<file path="src/design/fpsc_pkg.sv">
// Shared constants and carrier types for the flash programming and security controller.
`default_nettype none
package fpsc_pkg;
  // ----------------------------------------------------------------
  // Flash array geometry
  // ----------------------------------------------------------------
  localparam int         FLASH_BYTES = 64;
  localparam int         ADDR_W      = 6;
  localparam logic [7:0] BLANK_BYTE  = 8'hFF;
  localparam logic [3:0] BLK_FIRST   = 4'h0;
  localparam logic [3:0] BLK_LAST    = 4'hF;
  localparam logic [5:0] ADDR_FIRST  = 6'h00;
  localparam logic [5:0] ADDR_LAST   = 6'h3F;

  // ----------------------------------------------------------------
  // Programmer commands and security bits
  // ----------------------------------------------------------------
  localparam logic [2:0] CMD_CHIP_ERASE  = 3'h1;
  localparam logic [2:0] CMD_BLOCK_ERASE = 3'h2;
  localparam logic [2:0] CMD_WRITE       = 3'h3;
  localparam logic [2:0] CMD_CHECKSUM    = 3'h4;
  localparam logic [2:0] CMD_BLANK_CHECK = 3'h5;
  localparam logic [2:0] CMD_SECURITY    = 3'h6;
  localparam int         SEC_CHIP        = 0;
  localparam int         SEC_BLOCK       = 1;
  localparam int         SEC_WRITE       = 2;
  localparam logic [2:0] SEC_RESET       = 3'h0;

  // ----------------------------------------------------------------
  // Register map and reset values
  // ----------------------------------------------------------------
  localparam logic [7:0] REG_KEY     = 8'h00;
  localparam logic [7:0] REG_MODE    = 8'h04;
  localparam logic [7:0] REG_SP_CMD  = 8'h08;
  localparam logic [7:0] REG_SP_ADDR = 8'h0C;
  localparam logic [7:0] REG_SP_DATA = 8'h10;
  localparam logic [7:0] REG_STATUS  = 8'h14;
  localparam logic [7:0] KEY_VALUE   = 8'hA5;
  localparam logic [7:0] BYTE_RESET  = 8'h00;

  typedef enum logic [1:0] {
    OP_ERASE = 2'h0,
    OP_WRITE = 2'h1,
    OP_CSUM  = 2'h2,
    OP_BLANK = 2'h3
  } fpsc_op_t;

  typedef struct packed {
    logic [2:0] cmd;
    logic [5:0] addr;
    logic [5:0] addr_end;
    logic [7:0] data;
  } fpsc_pg_cmd_t;

  typedef struct packed {
    fpsc_op_t   op;
    logic [5:0] lo;
    logic [5:0] hi;
    logic [7:0] data;
  } fpsc_eng_req_t;
endpackage
`default_nettype wire

</file>
<file path="src/design/fpsc_flash_array.sv">
// Flash array in flip-flops with its erase, write, checksum and blank check engine.
`timescale 1ns/1ps
`default_nettype none
module fpsc_flash_array
  import fpsc_pkg::*;
(
  input  wire logic          ref_clk,
  input  wire logic          rst,
  input  wire logic          start,
  input  wire fpsc_eng_req_t req,
  output logic               done,
  output logic               ok,
  output logic [7:0]         result,
  input  wire logic [5:0]    ld_addr,
  output logic [7:0]         ld_data
);
  typedef enum logic [2:0] {
    E_IDLE = 3'b001,
    E_RUN  = 3'b010,
    E_END  = 3'b100
  } fpsc_eng_st_t;

  fpsc_eng_st_t  state;
  fpsc_eng_req_t cur;
  logic [5:0]    idx;
  logic [7:0]    sum;
  logic          all_blank;
  logic [7:0]    mem [FLASH_BYTES];

  always_ff @(posedge ref_clk or posedge rst)
  begin
    if (rst)
    begin
      state <= E_IDLE;
      cur   <= '0;
      idx   <= ADDR_FIRST;
    end
    else
    begin
      case (state)
        E_IDLE:
        begin
          if (start)
          begin
            cur   <= req;
            idx   <= req.lo;
            state <= E_RUN;
          end
        end
        E_RUN:
        begin
          if (idx == cur.hi)
            state <= E_END;
          else
            idx <= idx + 6'd1;
        end
        E_END:   state <= E_IDLE;
        default: state <= E_IDLE;
      endcase
    end
  end

  // Programming can only clear bits, so a write over old data without an erase cannot
  // turn a zero back into a one and the verify then reports the mismatch.
  always_ff @(posedge ref_clk or posedge rst)
  begin
    if (rst)
    begin
      for (int i = 0; i < FLASH_BYTES; i++)
        mem[i] <= BLANK_BYTE;
    end
    else if (state == E_RUN && cur.op == OP_ERASE)
      mem[idx] <= BLANK_BYTE;
    else if (state == E_RUN && cur.op == OP_WRITE)
      mem[idx] <= mem[idx] & cur.data;
  end

  always_ff @(posedge ref_clk or posedge rst)
  begin
    if (rst)
    begin
      sum       <= BYTE_RESET;
      all_blank <= 1'b1;
    end
    else if (state == E_IDLE)
    begin
      sum       <= BYTE_RESET;
      all_blank <= 1'b1;
    end
    else if (state == E_RUN)
    begin
      sum       <= sum + mem[idx];
      all_blank <= all_blank & (mem[idx] == BLANK_BYTE);
    end
  end

  always_ff @(posedge ref_clk or posedge rst)
  begin
    if (rst)
    begin
      done    <= 1'b0;
      ok      <= 1'b0;
      result  <= BYTE_RESET;
      ld_data <= BYTE_RESET;
    end
    else
    begin
      done    <= (state == E_END);
      ld_data <= mem[ld_addr];
      if (state == E_END)
      begin
        case (cur.op)
          OP_WRITE: ok <= (mem[cur.hi] == cur.data);
          OP_BLANK: ok <= all_blank;
          default:  ok <= 1'b1;
        endcase
        result <= (cur.op == OP_CSUM) ? sum : BYTE_RESET;
      end
    end
  end
endmodule // fpsc_flash_array
`default_nettype wire

</file>
<file path="src/design/fpsc_flash_program_security_ctrl.sv">
// Top of the flash programming and security controller: link, security and self mode.
//
// Added by the designer: the register offsets and register access over APB.
`timescale 1ns/1ps
`default_nettype none
// Function
// - Entering programming mode needs the programmer attached and a command from it.
// - Only the programmer starts commands; the device just answers each one.
// - Chip erase blanks the whole flash array.
// - Block erase blanks only the addressed block.
// - Write programs the data at the address, then verifies it.
// - Checksum sums the given address range and returns the sum.
// - Blank check reports whether the whole array is erased.
// - Every command gets an acknowledge, or a negative one if illegal.
// - Chip erase lock refuses both erases and locks every prohibition forever; rst still clears all three.
// - Writes stay allowed under chip erase lock; bits cannot return to one.
// - Block erase lock refuses block erase; chip erase clears it.
// - Write lock refuses write and block erase; chip erase clears it.
// - New security settings apply only from the next programming mode entry.
// - After reset all three prohibitions are clear.
// - Only the programmer sets prohibitions, in any combination.
// - Self programming ignores every security prohibition.
// - Self mode is entered only by the key write then a mode write.
// - A stop in self mode launches the set operation; completion ends it.
// - Maskable interrupts stay blocked throughout self programming mode.
// - Flash contents are readable through the load port.
// - An erased byte holds FFH.
module fpsc_flash_program_security_ctrl
  import fpsc_pkg::*;
(
  input  wire logic         ref_clk,
  input  wire logic         rst,
  input  wire logic         psel,
  input  wire logic         penable,
  input  wire logic         pwrite,
  input  wire logic [7:0]   paddr,
  input  wire logic [31:0]  pwdata,
  output logic              pready,
  output logic [31:0]       prdata,
  output logic              pslverr,
  input  wire logic         pg_attach,
  input  wire logic         pg_req,
  input  wire fpsc_pg_cmd_t pg_cmd,
  output logic              pg_rsp_valid,
  output logic              pg_rsp_ack,
  output logic [7:0]        pg_rsp_data,
  output logic              prog_mode,
  input  wire logic         cpu_halt_exec,
  output logic              cpu_stopped,
  output logic              int_block,
  input  wire logic [5:0]   ld_addr,
  output logic [7:0]        ld_data
);
  typedef enum logic [3:0] {
    S_IDLE = 4'b0001,
    S_BUSY = 4'b0010,
    S_RESP = 4'b0100,
    S_SELF = 4'b1000
  } fpsc_state_t;

  localparam int SYNC_W = $bits(fpsc_pg_cmd_t) + 2;

  fpsc_state_t   state;
  logic [SYNC_W-1:0] sync1;
  logic [SYNC_W-1:0] sync2;
  fpsc_pg_cmd_t  cmd_s;
  logic          attach_s;
  logic          req_s;
  logic [2:0]    sec_nv;
  logic [2:0]    sec_act;
  logic          key_armed;
  logic          self_mode;
  logic [1:0]    sp_cmd;
  logic [5:0]    sp_addr;
  logic [7:0]    sp_data;
  logic [2:0]    cur_cmd;
  logic          pg_take;
  logic          self_take;
  logic          legal;
  logic          eng_start;
  fpsc_eng_req_t eng_req;
  logic          eng_done;
  logic          eng_ok;
  logic [7:0]    eng_result;
  logic          apb_wr;
  logic          apb_setup;

  // ----------------------------------------------------------------
  // Decoding helpers
  // ----------------------------------------------------------------
  function automatic logic cmd_legal(input fpsc_pg_cmd_t c, input logic [2:0] sec);
    case (c.cmd)
      CMD_CHIP_ERASE:  return !sec[SEC_CHIP];
      CMD_BLOCK_ERASE: return !(sec[SEC_CHIP] | sec[SEC_BLOCK] | sec[SEC_WRITE]);
      CMD_WRITE:       return !sec[SEC_WRITE];
      CMD_CHECKSUM:    return c.addr <= c.addr_end;
      CMD_BLANK_CHECK: return 1'b1;
      CMD_SECURITY:    return 1'b1;
      default:         return 1'b0;
    endcase
  endfunction

  function automatic logic reg_mapped(input logic [7:0] a);
    return a == REG_KEY || a == REG_MODE || a == REG_SP_CMD ||
           a == REG_SP_ADDR || a == REG_SP_DATA || a == REG_STATUS;
  endfunction

  // ----------------------------------------------------------------
  // Pin synchronisers
  // ----------------------------------------------------------------
  always_ff @(posedge ref_clk or posedge rst)
  begin
    if (rst)
    begin
      sync1 <= '0;
      sync2 <= '0;
    end
    else
    begin
      sync1 <= {pg_attach, pg_req, pg_cmd};
      sync2 <= sync1;
    end
  end

  assign attach_s = sync2[SYNC_W-1];
  assign req_s    = sync2[SYNC_W-2];
  assign cmd_s    = sync2[SYNC_W-3:0];

  // ----------------------------------------------------------------
  // Programming mode and session security
  // ----------------------------------------------------------------
  // The session copy is taken only at entry, so a security set inside a session
  // changes nothing until the programmer detaches and enters again.
  always_ff @(posedge ref_clk or posedge rst)
  begin
    if (rst)
    begin
      prog_mode <= 1'b0;
      sec_act   <= SEC_RESET;
    end
    else if (!prog_mode && attach_s && req_s && state == S_IDLE && !self_mode)
    begin
      prog_mode <= 1'b1;
      sec_act   <= sec_nv;
    end
    else if (!attach_s && state == S_IDLE)
      prog_mode <= 1'b0;
  end

  assign pg_take   = state == S_IDLE && prog_mode && attach_s && req_s;
  assign self_take = state == S_IDLE && self_mode && !prog_mode && cpu_halt_exec;
  assign legal     = cmd_legal(cmd_s, sec_act);
  assign eng_start = (pg_take && legal && cmd_s.cmd != CMD_SECURITY) || self_take;

  always_comb
  begin
    eng_req      = '0;
    eng_req.data = cmd_s.data;
    eng_req.lo   = cmd_s.addr;
    eng_req.hi   = cmd_s.addr;
    if (self_take)
    begin
      eng_req.op   = fpsc_op_t'(sp_cmd);
      eng_req.data = sp_data;
      eng_req.lo   = sp_addr;
      eng_req.hi   = sp_addr;
      if (sp_cmd != OP_WRITE)
      begin
        eng_req.lo = {sp_addr[5:4], BLK_FIRST};
        eng_req.hi = {sp_addr[5:4], BLK_LAST};
      end
    end
    else
    begin
      case (cmd_s.cmd)
        CMD_CHIP_ERASE:
        begin
          eng_req.op = OP_ERASE;
          eng_req.lo = ADDR_FIRST;
          eng_req.hi = ADDR_LAST;
        end
        CMD_BLOCK_ERASE:
        begin
          eng_req.op = OP_ERASE;
          eng_req.lo = {cmd_s.addr[5:4], BLK_FIRST};
          eng_req.hi = {cmd_s.addr[5:4], BLK_LAST};
        end
        CMD_CHECKSUM:
        begin
          eng_req.op = OP_CSUM;
          eng_req.hi = cmd_s.addr_end;
        end
        CMD_BLANK_CHECK:
        begin
          eng_req.op = OP_BLANK;
          eng_req.lo = ADDR_FIRST;
          eng_req.hi = ADDR_LAST;
        end
        default: eng_req.op = OP_WRITE;
      endcase
    end
  end

  // ----------------------------------------------------------------
  // Command sequencer
  // ----------------------------------------------------------------
  always_ff @(posedge ref_clk or posedge rst)
  begin
    if (rst)
    begin
      state   <= S_IDLE;
      cur_cmd <= 3'h0;
    end
    else
    begin
      case (state)
        S_IDLE:
        begin
          cur_cmd <= cmd_s.cmd;
          if (self_take)
            state <= S_SELF;
          else if (pg_take)
            state <= eng_start ? S_BUSY : S_RESP;
        end
        S_BUSY:
          if (eng_done)
            state <= S_RESP;
        S_RESP:
          if (!req_s)
            state <= S_IDLE;
        S_SELF:
          if (eng_done)
            state <= S_IDLE;
        default: state <= S_IDLE;
      endcase
    end
  end

  always_ff @(posedge ref_clk or posedge rst)
  begin
    if (rst)
    begin
      pg_rsp_ack  <= 1'b0;
      pg_rsp_data <= BYTE_RESET;
    end
    else if (pg_take && !eng_start)
    begin
      pg_rsp_ack  <= legal;
      pg_rsp_data <= BYTE_RESET;
    end
    else if (state == S_BUSY && eng_done)
    begin
      pg_rsp_ack  <= eng_ok;
      pg_rsp_data <= eng_result;
    end
  end

  assign pg_rsp_valid = (state == S_RESP);
  assign cpu_stopped  = (state == S_SELF);
  assign int_block    = self_mode;

  // ----------------------------------------------------------------
  // Stored security prohibitions
  // ----------------------------------------------------------------
  // Clear as shipped
  always_ff @(posedge ref_clk or posedge rst)
  begin
    if (rst)
      sec_nv <= SEC_RESET;
    else if (pg_take && legal && cmd_s.cmd == CMD_SECURITY)
    begin
      if (sec_nv[SEC_CHIP])
        sec_nv <= sec_nv | cmd_s.data[2:0];
      else
        sec_nv <= cmd_s.data[2:0];
    end
    else if (state == S_BUSY && eng_done && cur_cmd == CMD_CHIP_ERASE
             && !sec_nv[SEC_CHIP])
      sec_nv <= SEC_RESET;
  end

  // ----------------------------------------------------------------
  // APB slave and self programming registers
  // ----------------------------------------------------------------
  assign apb_wr    = psel && penable && pwrite;
  assign apb_setup = psel && !penable;
  assign pready    = 1'b1;
  assign pslverr   = psel && penable && !reg_mapped(paddr);

  always_ff @(posedge ref_clk or posedge rst)
  begin
    if (rst)
    begin
      key_armed <= 1'b0;
      self_mode <= 1'b0;
    end
    else if (apb_wr)
    begin
      key_armed <= (paddr == REG_KEY) && (pwdata[7:0] == KEY_VALUE);
      if (paddr == REG_MODE && key_armed && state != S_SELF && !prog_mode)
        self_mode <= pwdata[0];
    end
  end

  always_ff @(posedge ref_clk or posedge rst)
  begin
    if (rst)
    begin
      sp_cmd  <= OP_ERASE;
      sp_addr <= ADDR_FIRST;
      sp_data <= BLANK_BYTE;
    end
    else if (apb_wr && state != S_SELF)
    begin
      if (paddr == REG_SP_CMD)
        sp_cmd <= pwdata[1:0];
      if (paddr == REG_SP_ADDR)
        sp_addr <= pwdata[5:0];
      if (paddr == REG_SP_DATA)
        sp_data <= pwdata[7:0];
    end
  end

  always_ff @(posedge ref_clk or posedge rst)
  begin
    if (rst)
      prdata <= 32'h0000_0000;
    else if (apb_setup && !pwrite)
    begin
      case (paddr)
        REG_MODE:    prdata <= {31'h0000_0000, self_mode};
        REG_SP_CMD:  prdata <= {30'h0000_0000, sp_cmd};
        REG_SP_ADDR: prdata <= {26'h000_0000, sp_addr};
        REG_SP_DATA: prdata <= {24'h00_0000, sp_data};
        REG_STATUS:  prdata <= {26'h000_0000, state != S_IDLE, self_mode,
                                prog_mode, sec_nv};
        default:     prdata <= 32'h0000_0000;
      endcase
    end
  end

  // ----------------------------------------------------------------
  // Flash array
  // ----------------------------------------------------------------
  // Self path bypasses security
  fpsc_flash_array u_array (
    .ref_clk (ref_clk),
    .rst     (rst),
    .start   (eng_start),
    .req     (eng_req),
    .done    (eng_done),
    .ok      (eng_ok),
    .result  (eng_result),
    .ld_addr (ld_addr),
    .ld_data (ld_data)
  );

  // ----------------------------------------------------------------
  // Assertions
  // ----------------------------------------------------------------
  AST_CHIP_NAK: assert property (
    @(posedge ref_clk) disable iff (rst)
    pg_take && cmd_s.cmd == CMD_CHIP_ERASE && sec_act[SEC_CHIP]
    |=> state == S_RESP && !pg_rsp_ack)
    else $error("chip erase accepted under chip lock");

  AST_BLOCK_NAK: assert property (
    @(posedge ref_clk) disable iff (rst)
    pg_take && cmd_s.cmd == CMD_BLOCK_ERASE && (sec_act[SEC_BLOCK] || sec_act[SEC_WRITE])
    |=> state == S_RESP && !pg_rsp_ack)
    else $error("block erase accepted under lock");

  AST_WRITE_NAK: assert property (
    @(posedge ref_clk) disable iff (rst)
    pg_take && cmd_s.cmd == CMD_WRITE && sec_act[SEC_WRITE]
    |=> state == S_RESP && !pg_rsp_ack)
    else $error("write accepted under write lock");

  AST_CHIP_LOCK: assert property (
    @(posedge ref_clk) disable iff (rst)
    sec_nv[SEC_CHIP] |=> (sec_nv & $past(sec_nv)) == $past(sec_nv))
    else $error("prohibition cleared after chip lock");

  AST_SEC_SESSION: assert property (
    @(posedge ref_clk) disable iff (rst)
    prog_mode && $past(prog_mode) |-> $stable(sec_act))
    else $error("session security changed inside session");

  AST_MODE_ENTRY: assert property (
    @(posedge ref_clk) disable iff (rst)
    !prog_mode && !self_mode && attach_s && req_s && state == S_IDLE
    |=> prog_mode ##1 state != S_IDLE)
    else $error("programming mode not entered on command");

  AST_RESP_HOLD: assert property (
    @(posedge ref_clk) disable iff (rst)
    pg_rsp_valid && req_s |=> pg_rsp_valid && $stable(pg_rsp_ack))
    else $error("answer dropped while request stands");

  AST_SELF_LAUNCH: assert property (
    @(posedge ref_clk) disable iff (rst)
    self_take |=> cpu_stopped && int_block ##[1:80] !cpu_stopped)
    else $error("self operation did not launch and finish");
endmodule // fpsc_flash_program_security_ctrl
`default_nettype wire

</file>
<file path="config.mk">
export PLATFORM = sky130hd
export DESIGN_NAME = fpsc_flash_program_security_ctrl
export DESIGN_NICKNAME = d
export VERILOG_FILES = /design/src/design/fpsc_pkg.sv /design/src/design/fpsc_flash_array.sv /design/src/design/fpsc_flash_program_security_ctrl.sv
export SDC_FILE = /design/constraint.sdc
export NUM_CORES = 2
export LEC_CHECK = 0
export BUFFER_PORTS_ARGS = -buffer_cell sky130_fd_sc_hd__buf_2
export CAP_MARGIN = 10
export CORE_ASPECT_RATIO = 1.1
export CORE_UTILIZATION = 23
export DETAILED_ROUTE_END_ITERATION = 10
export PLACE_DENSITY_LB_ADDON = 0.15
export SETUP_SLACK_MARGIN = 0.15
export SYNTH_ARGS = -nofsm -noshare
export SYNTH_HDL_FRONTEND = slang
export SYNTH_SLANG_ARGS = --single-unit
</file>
<file path="constraint.sdc">
create_clock -name ref_clk -period 75.3 [get_ports ref_clk]
set_input_delay 18.825 -clock ref_clk [delete_from_list [all_inputs] [get_ports ref_clk]]
set_output_delay 18.825 -clock ref_clk [all_outputs]
set_load 0.05 [all_outputs]
</file>
==> results.toml <==
[setup_path]
worstReg2RegStart = "u_array.idx[0]$_DFFE_PP0P_"
end_kind = "primary output"
arrival_ns = 19.74
cp_slowest_stage_delay_ns = 0.24
critPathRequiredTime_ns = 56.48
cp_common_cell = "buf_2"
critPathTopFamily = "simple AND/OR/NAND/NOR gates"
path_class = "primary input to primary output"
crit_chain = "buf_2 -> nor3_1 -> nand2_1 -> a21oi_1 -> nor2_1 -> buf_2"
path_max_fanout = 3
cp-start-kind = "primary input"
critPathSlowestCell = "nor3_1"
startpoint = "paddr[1]"
cp_num_buf_inv = 2

[hold_path]
hp-class = "flip-flop to flip-flop"
hold_start = "sync1[19]$_DFF_PP0_"

[yosys]
netlist.area_leader.share_pct = 35.1
ys_seq_area_share_pct = 44.0
syn_avg_cell_area_sq_um = 10.6
async_flop_share_pct = 100
synth_warnings = 0
netlist_top_cells_area = "dfstp_2, mux4_2, a21oi_1, dfrtp_1, a22oi_1"
synthesis.area_sq_mm = 0.0392
ys.flop_type = "dfstp_2"
synthCells = 3687
ys_seq_elements = 663
post_synth_num_cell_types = 75
yosys.area.top_type = "dfstp_2"
synth_edf_count = 0

[timing]
slew_viol_final = 0
max_freq_mhz = 25.9
setup_ws_ns = 36.74
fin_crit_sh_pct = 51.2
finalSetupTns_ns = 0
period_needed_ns = 38.56
rsz0062_at_grt = "false"
slew_headroom_pct = 4.76
worst_pin_slew_ns = 1.43
fin_worst_skew_ns = 0.0449
setup_viol = 0
timing_hold_violations_final = 0

[floorplan]
die_h_um = 435
dieArea_sq_mm = 0.172
num_io_pins = 132
start_util_pct = 23.2
core_sq_mm = 0.169
fp-row-count = 158
die_w_um = 396

[routing]
drtIter0Drc = 4191
avgRoutedWirePerCell_um = 33.6
viasPerCell = 5.76
ant_nets = 0
drcViolationCount = 0
dr.pass1.iters = 6
wirelength_mm = 200
via_count = 34300

[final_layout]
syn_to_final_growth_pct = 13.9
nets = 3737
fin_area_sq_mm = 0.0446
finalNonFillerCells = 5959
final_cell_mix = "a21oi_1, dfstp_2, mux4_2"
final_common_cell = "a21oi_1"
regArea_sq_mm = 0.0173
nFillCells = 18000
drive_above_1_share_pct = 33.0
multi_input_area_sq_mm = 0.0201

[clocking]
cts_tree = "built"
clkSinkCount = 663
post_cts_buffers = 0
numCtsBuffers = 88
clkTransAtPathRegs_ns = 0.05
root_buffer = "clkbuf_16"
cts_resized = 0
clockBufferDepth = 3
clk_latency_ns = 0.74
ctsHoldBuffers = 0
htreeDepth = 3

[global_routing]
overflow = 0
grt_use_total_pct = 22.7
grt_pass1_wl_mm = 280
grt_max_degree = 169
antenna_found_initial = 7
first_global_vias = 33500

[job]
cap_violations = 0

[power]
p_total_mw = 1.27
peakVddDrop_uv = 19.4
power_density_mw_per_mm2 = 28.4
p_leak_nw = 15.8

[placed_design]
numPortBuffers = 82
dp_cells = 5794
dpl_cell_area_sq_mm = 0.0417
place_ws_ns = 36.72
gp_congestion = 0.899
place_hpwl_mm = 130

[status]
status = "complete, no violations"
kinds of logic after synthesis:
kind of cell	after synthesis	share of synthesized area, %
flip-flops	663	44.0
multiplexers	432	20.3
AO/OA/AOI/OAI	1537	22.8
AND/OR/NAND/NOR	588	6.65
buffers and inverters	427	5.21
adder cells (fa/ha/maj)	15	0.498
XOR/XNOR	23	0.514
other	2	0.0192
final timing paths:
path / to / cells past startpoint / slack [ns]
max: pslverr / 6 / 36.74
min: sync2[19]$_DFF_PP0_ / 0 / 0.35
max reg2reg: u_array.sum[6]$_DFFE_PP0N_ / 17 / 68.57
min reg2reg: sync2[19]$_DFF_PP0_ / 0 / 0.35
max in group asynchronous: u_array.mem[217]$_DFFE_PP1P_ / 5 / 53.89
min in group asynchronous: sync1[11]$_DFF_PP0_ / 2 / 18.22
cell usage after synthesis (14+ instances only):
library cell,number
o21ai_0,73
nor2_1,211
buf_2,95
a221oi_1,65
nand3_1,29
o22ai_1,82
mux4_2,286
nand4_1,27
a21oi_1,1001
nand2_1,219
buf_1,36
dfstp_2,523
buf_6,18
dfrtp_1,140
inv_1,82
ha_1,14
clkbuf_1,143
a31oi_1,28
a22oi_1,145
a22o_1,52
mux2i_1,101
nor3_1,19
buf_4,48
nor2b_1,20
mux2_2,45
worst reg2reg max path, delay by kind of cell, from the launching register on:
kind | cells | cell delay, ns
buf+inv | 3 | 1.65
xor+xnor | 1 | 0.14
compound gates | 8 | 1.56
flops | 1 | 0.66
fa+ha+maj | 2 | 0.98
simple gates | 3 | 1.69
cell type report:
class                   count  share of cell area [%]
multi-input cells        2620                    45.1
flip-flops and latches    663                    38.7
well taps                2240                    6.28
clock buffers             136                    5.86
repair buffers            187                    2.77
inverters                  85                   0.732
clock inverters            25                   0.600
diodes                      3                  0.0168
per-stage QoR:
step / utilization (%) / hold WS (ns)
CTS: 26.4 / 0.343
global route: 26.4 / 0.360
finish: 26.4 / 0.345
detailed placement: 24.7 / 0.335
floorplan: - / 0.331
global placement: 24.7 / 0.333
flip-flops by register name, indices dropped and copies added, names as in the netlist, 2 cells and up:
signal / flops
cur_cmd: 3
pg_rsp_data: 8
prdata: 8
sec_act: 3
sec_nv: 3
sp_addr: 6
sp_cmd: 2
sp_data: 8
state: 4
sync1: 25
sync2: 25
u_array.cur: 16
u_array.idx: 6
u_array.ld_data: 8
u_array.mem: 512
u_array.result: 8
u_array.state: 3
u_array.sum: 8
layer usage:
layer / up-vias / wire, um / GRT usage (%)
met4: 4 / 9560 / 9.83
li1: 14000 / - / -
met2: 1808 / 90600 / 35.1
met1: 18100 / 84000 / 30.5
met5: - / 26 / 0
met3: 399 / 15700 / 4.95
power by group:
group	switching (mW)	leakage (nW)	internal [mW]	total, mW
sequential	0.0376	7.18	0.369	0.407
combinational	0.326	7.19	0.100	0.426
clock	0.180	1.43	0.255	0.435
total	0.544	15.8	0.724	1.27
No activity file was read; power rests on OpenSTA's default activity.
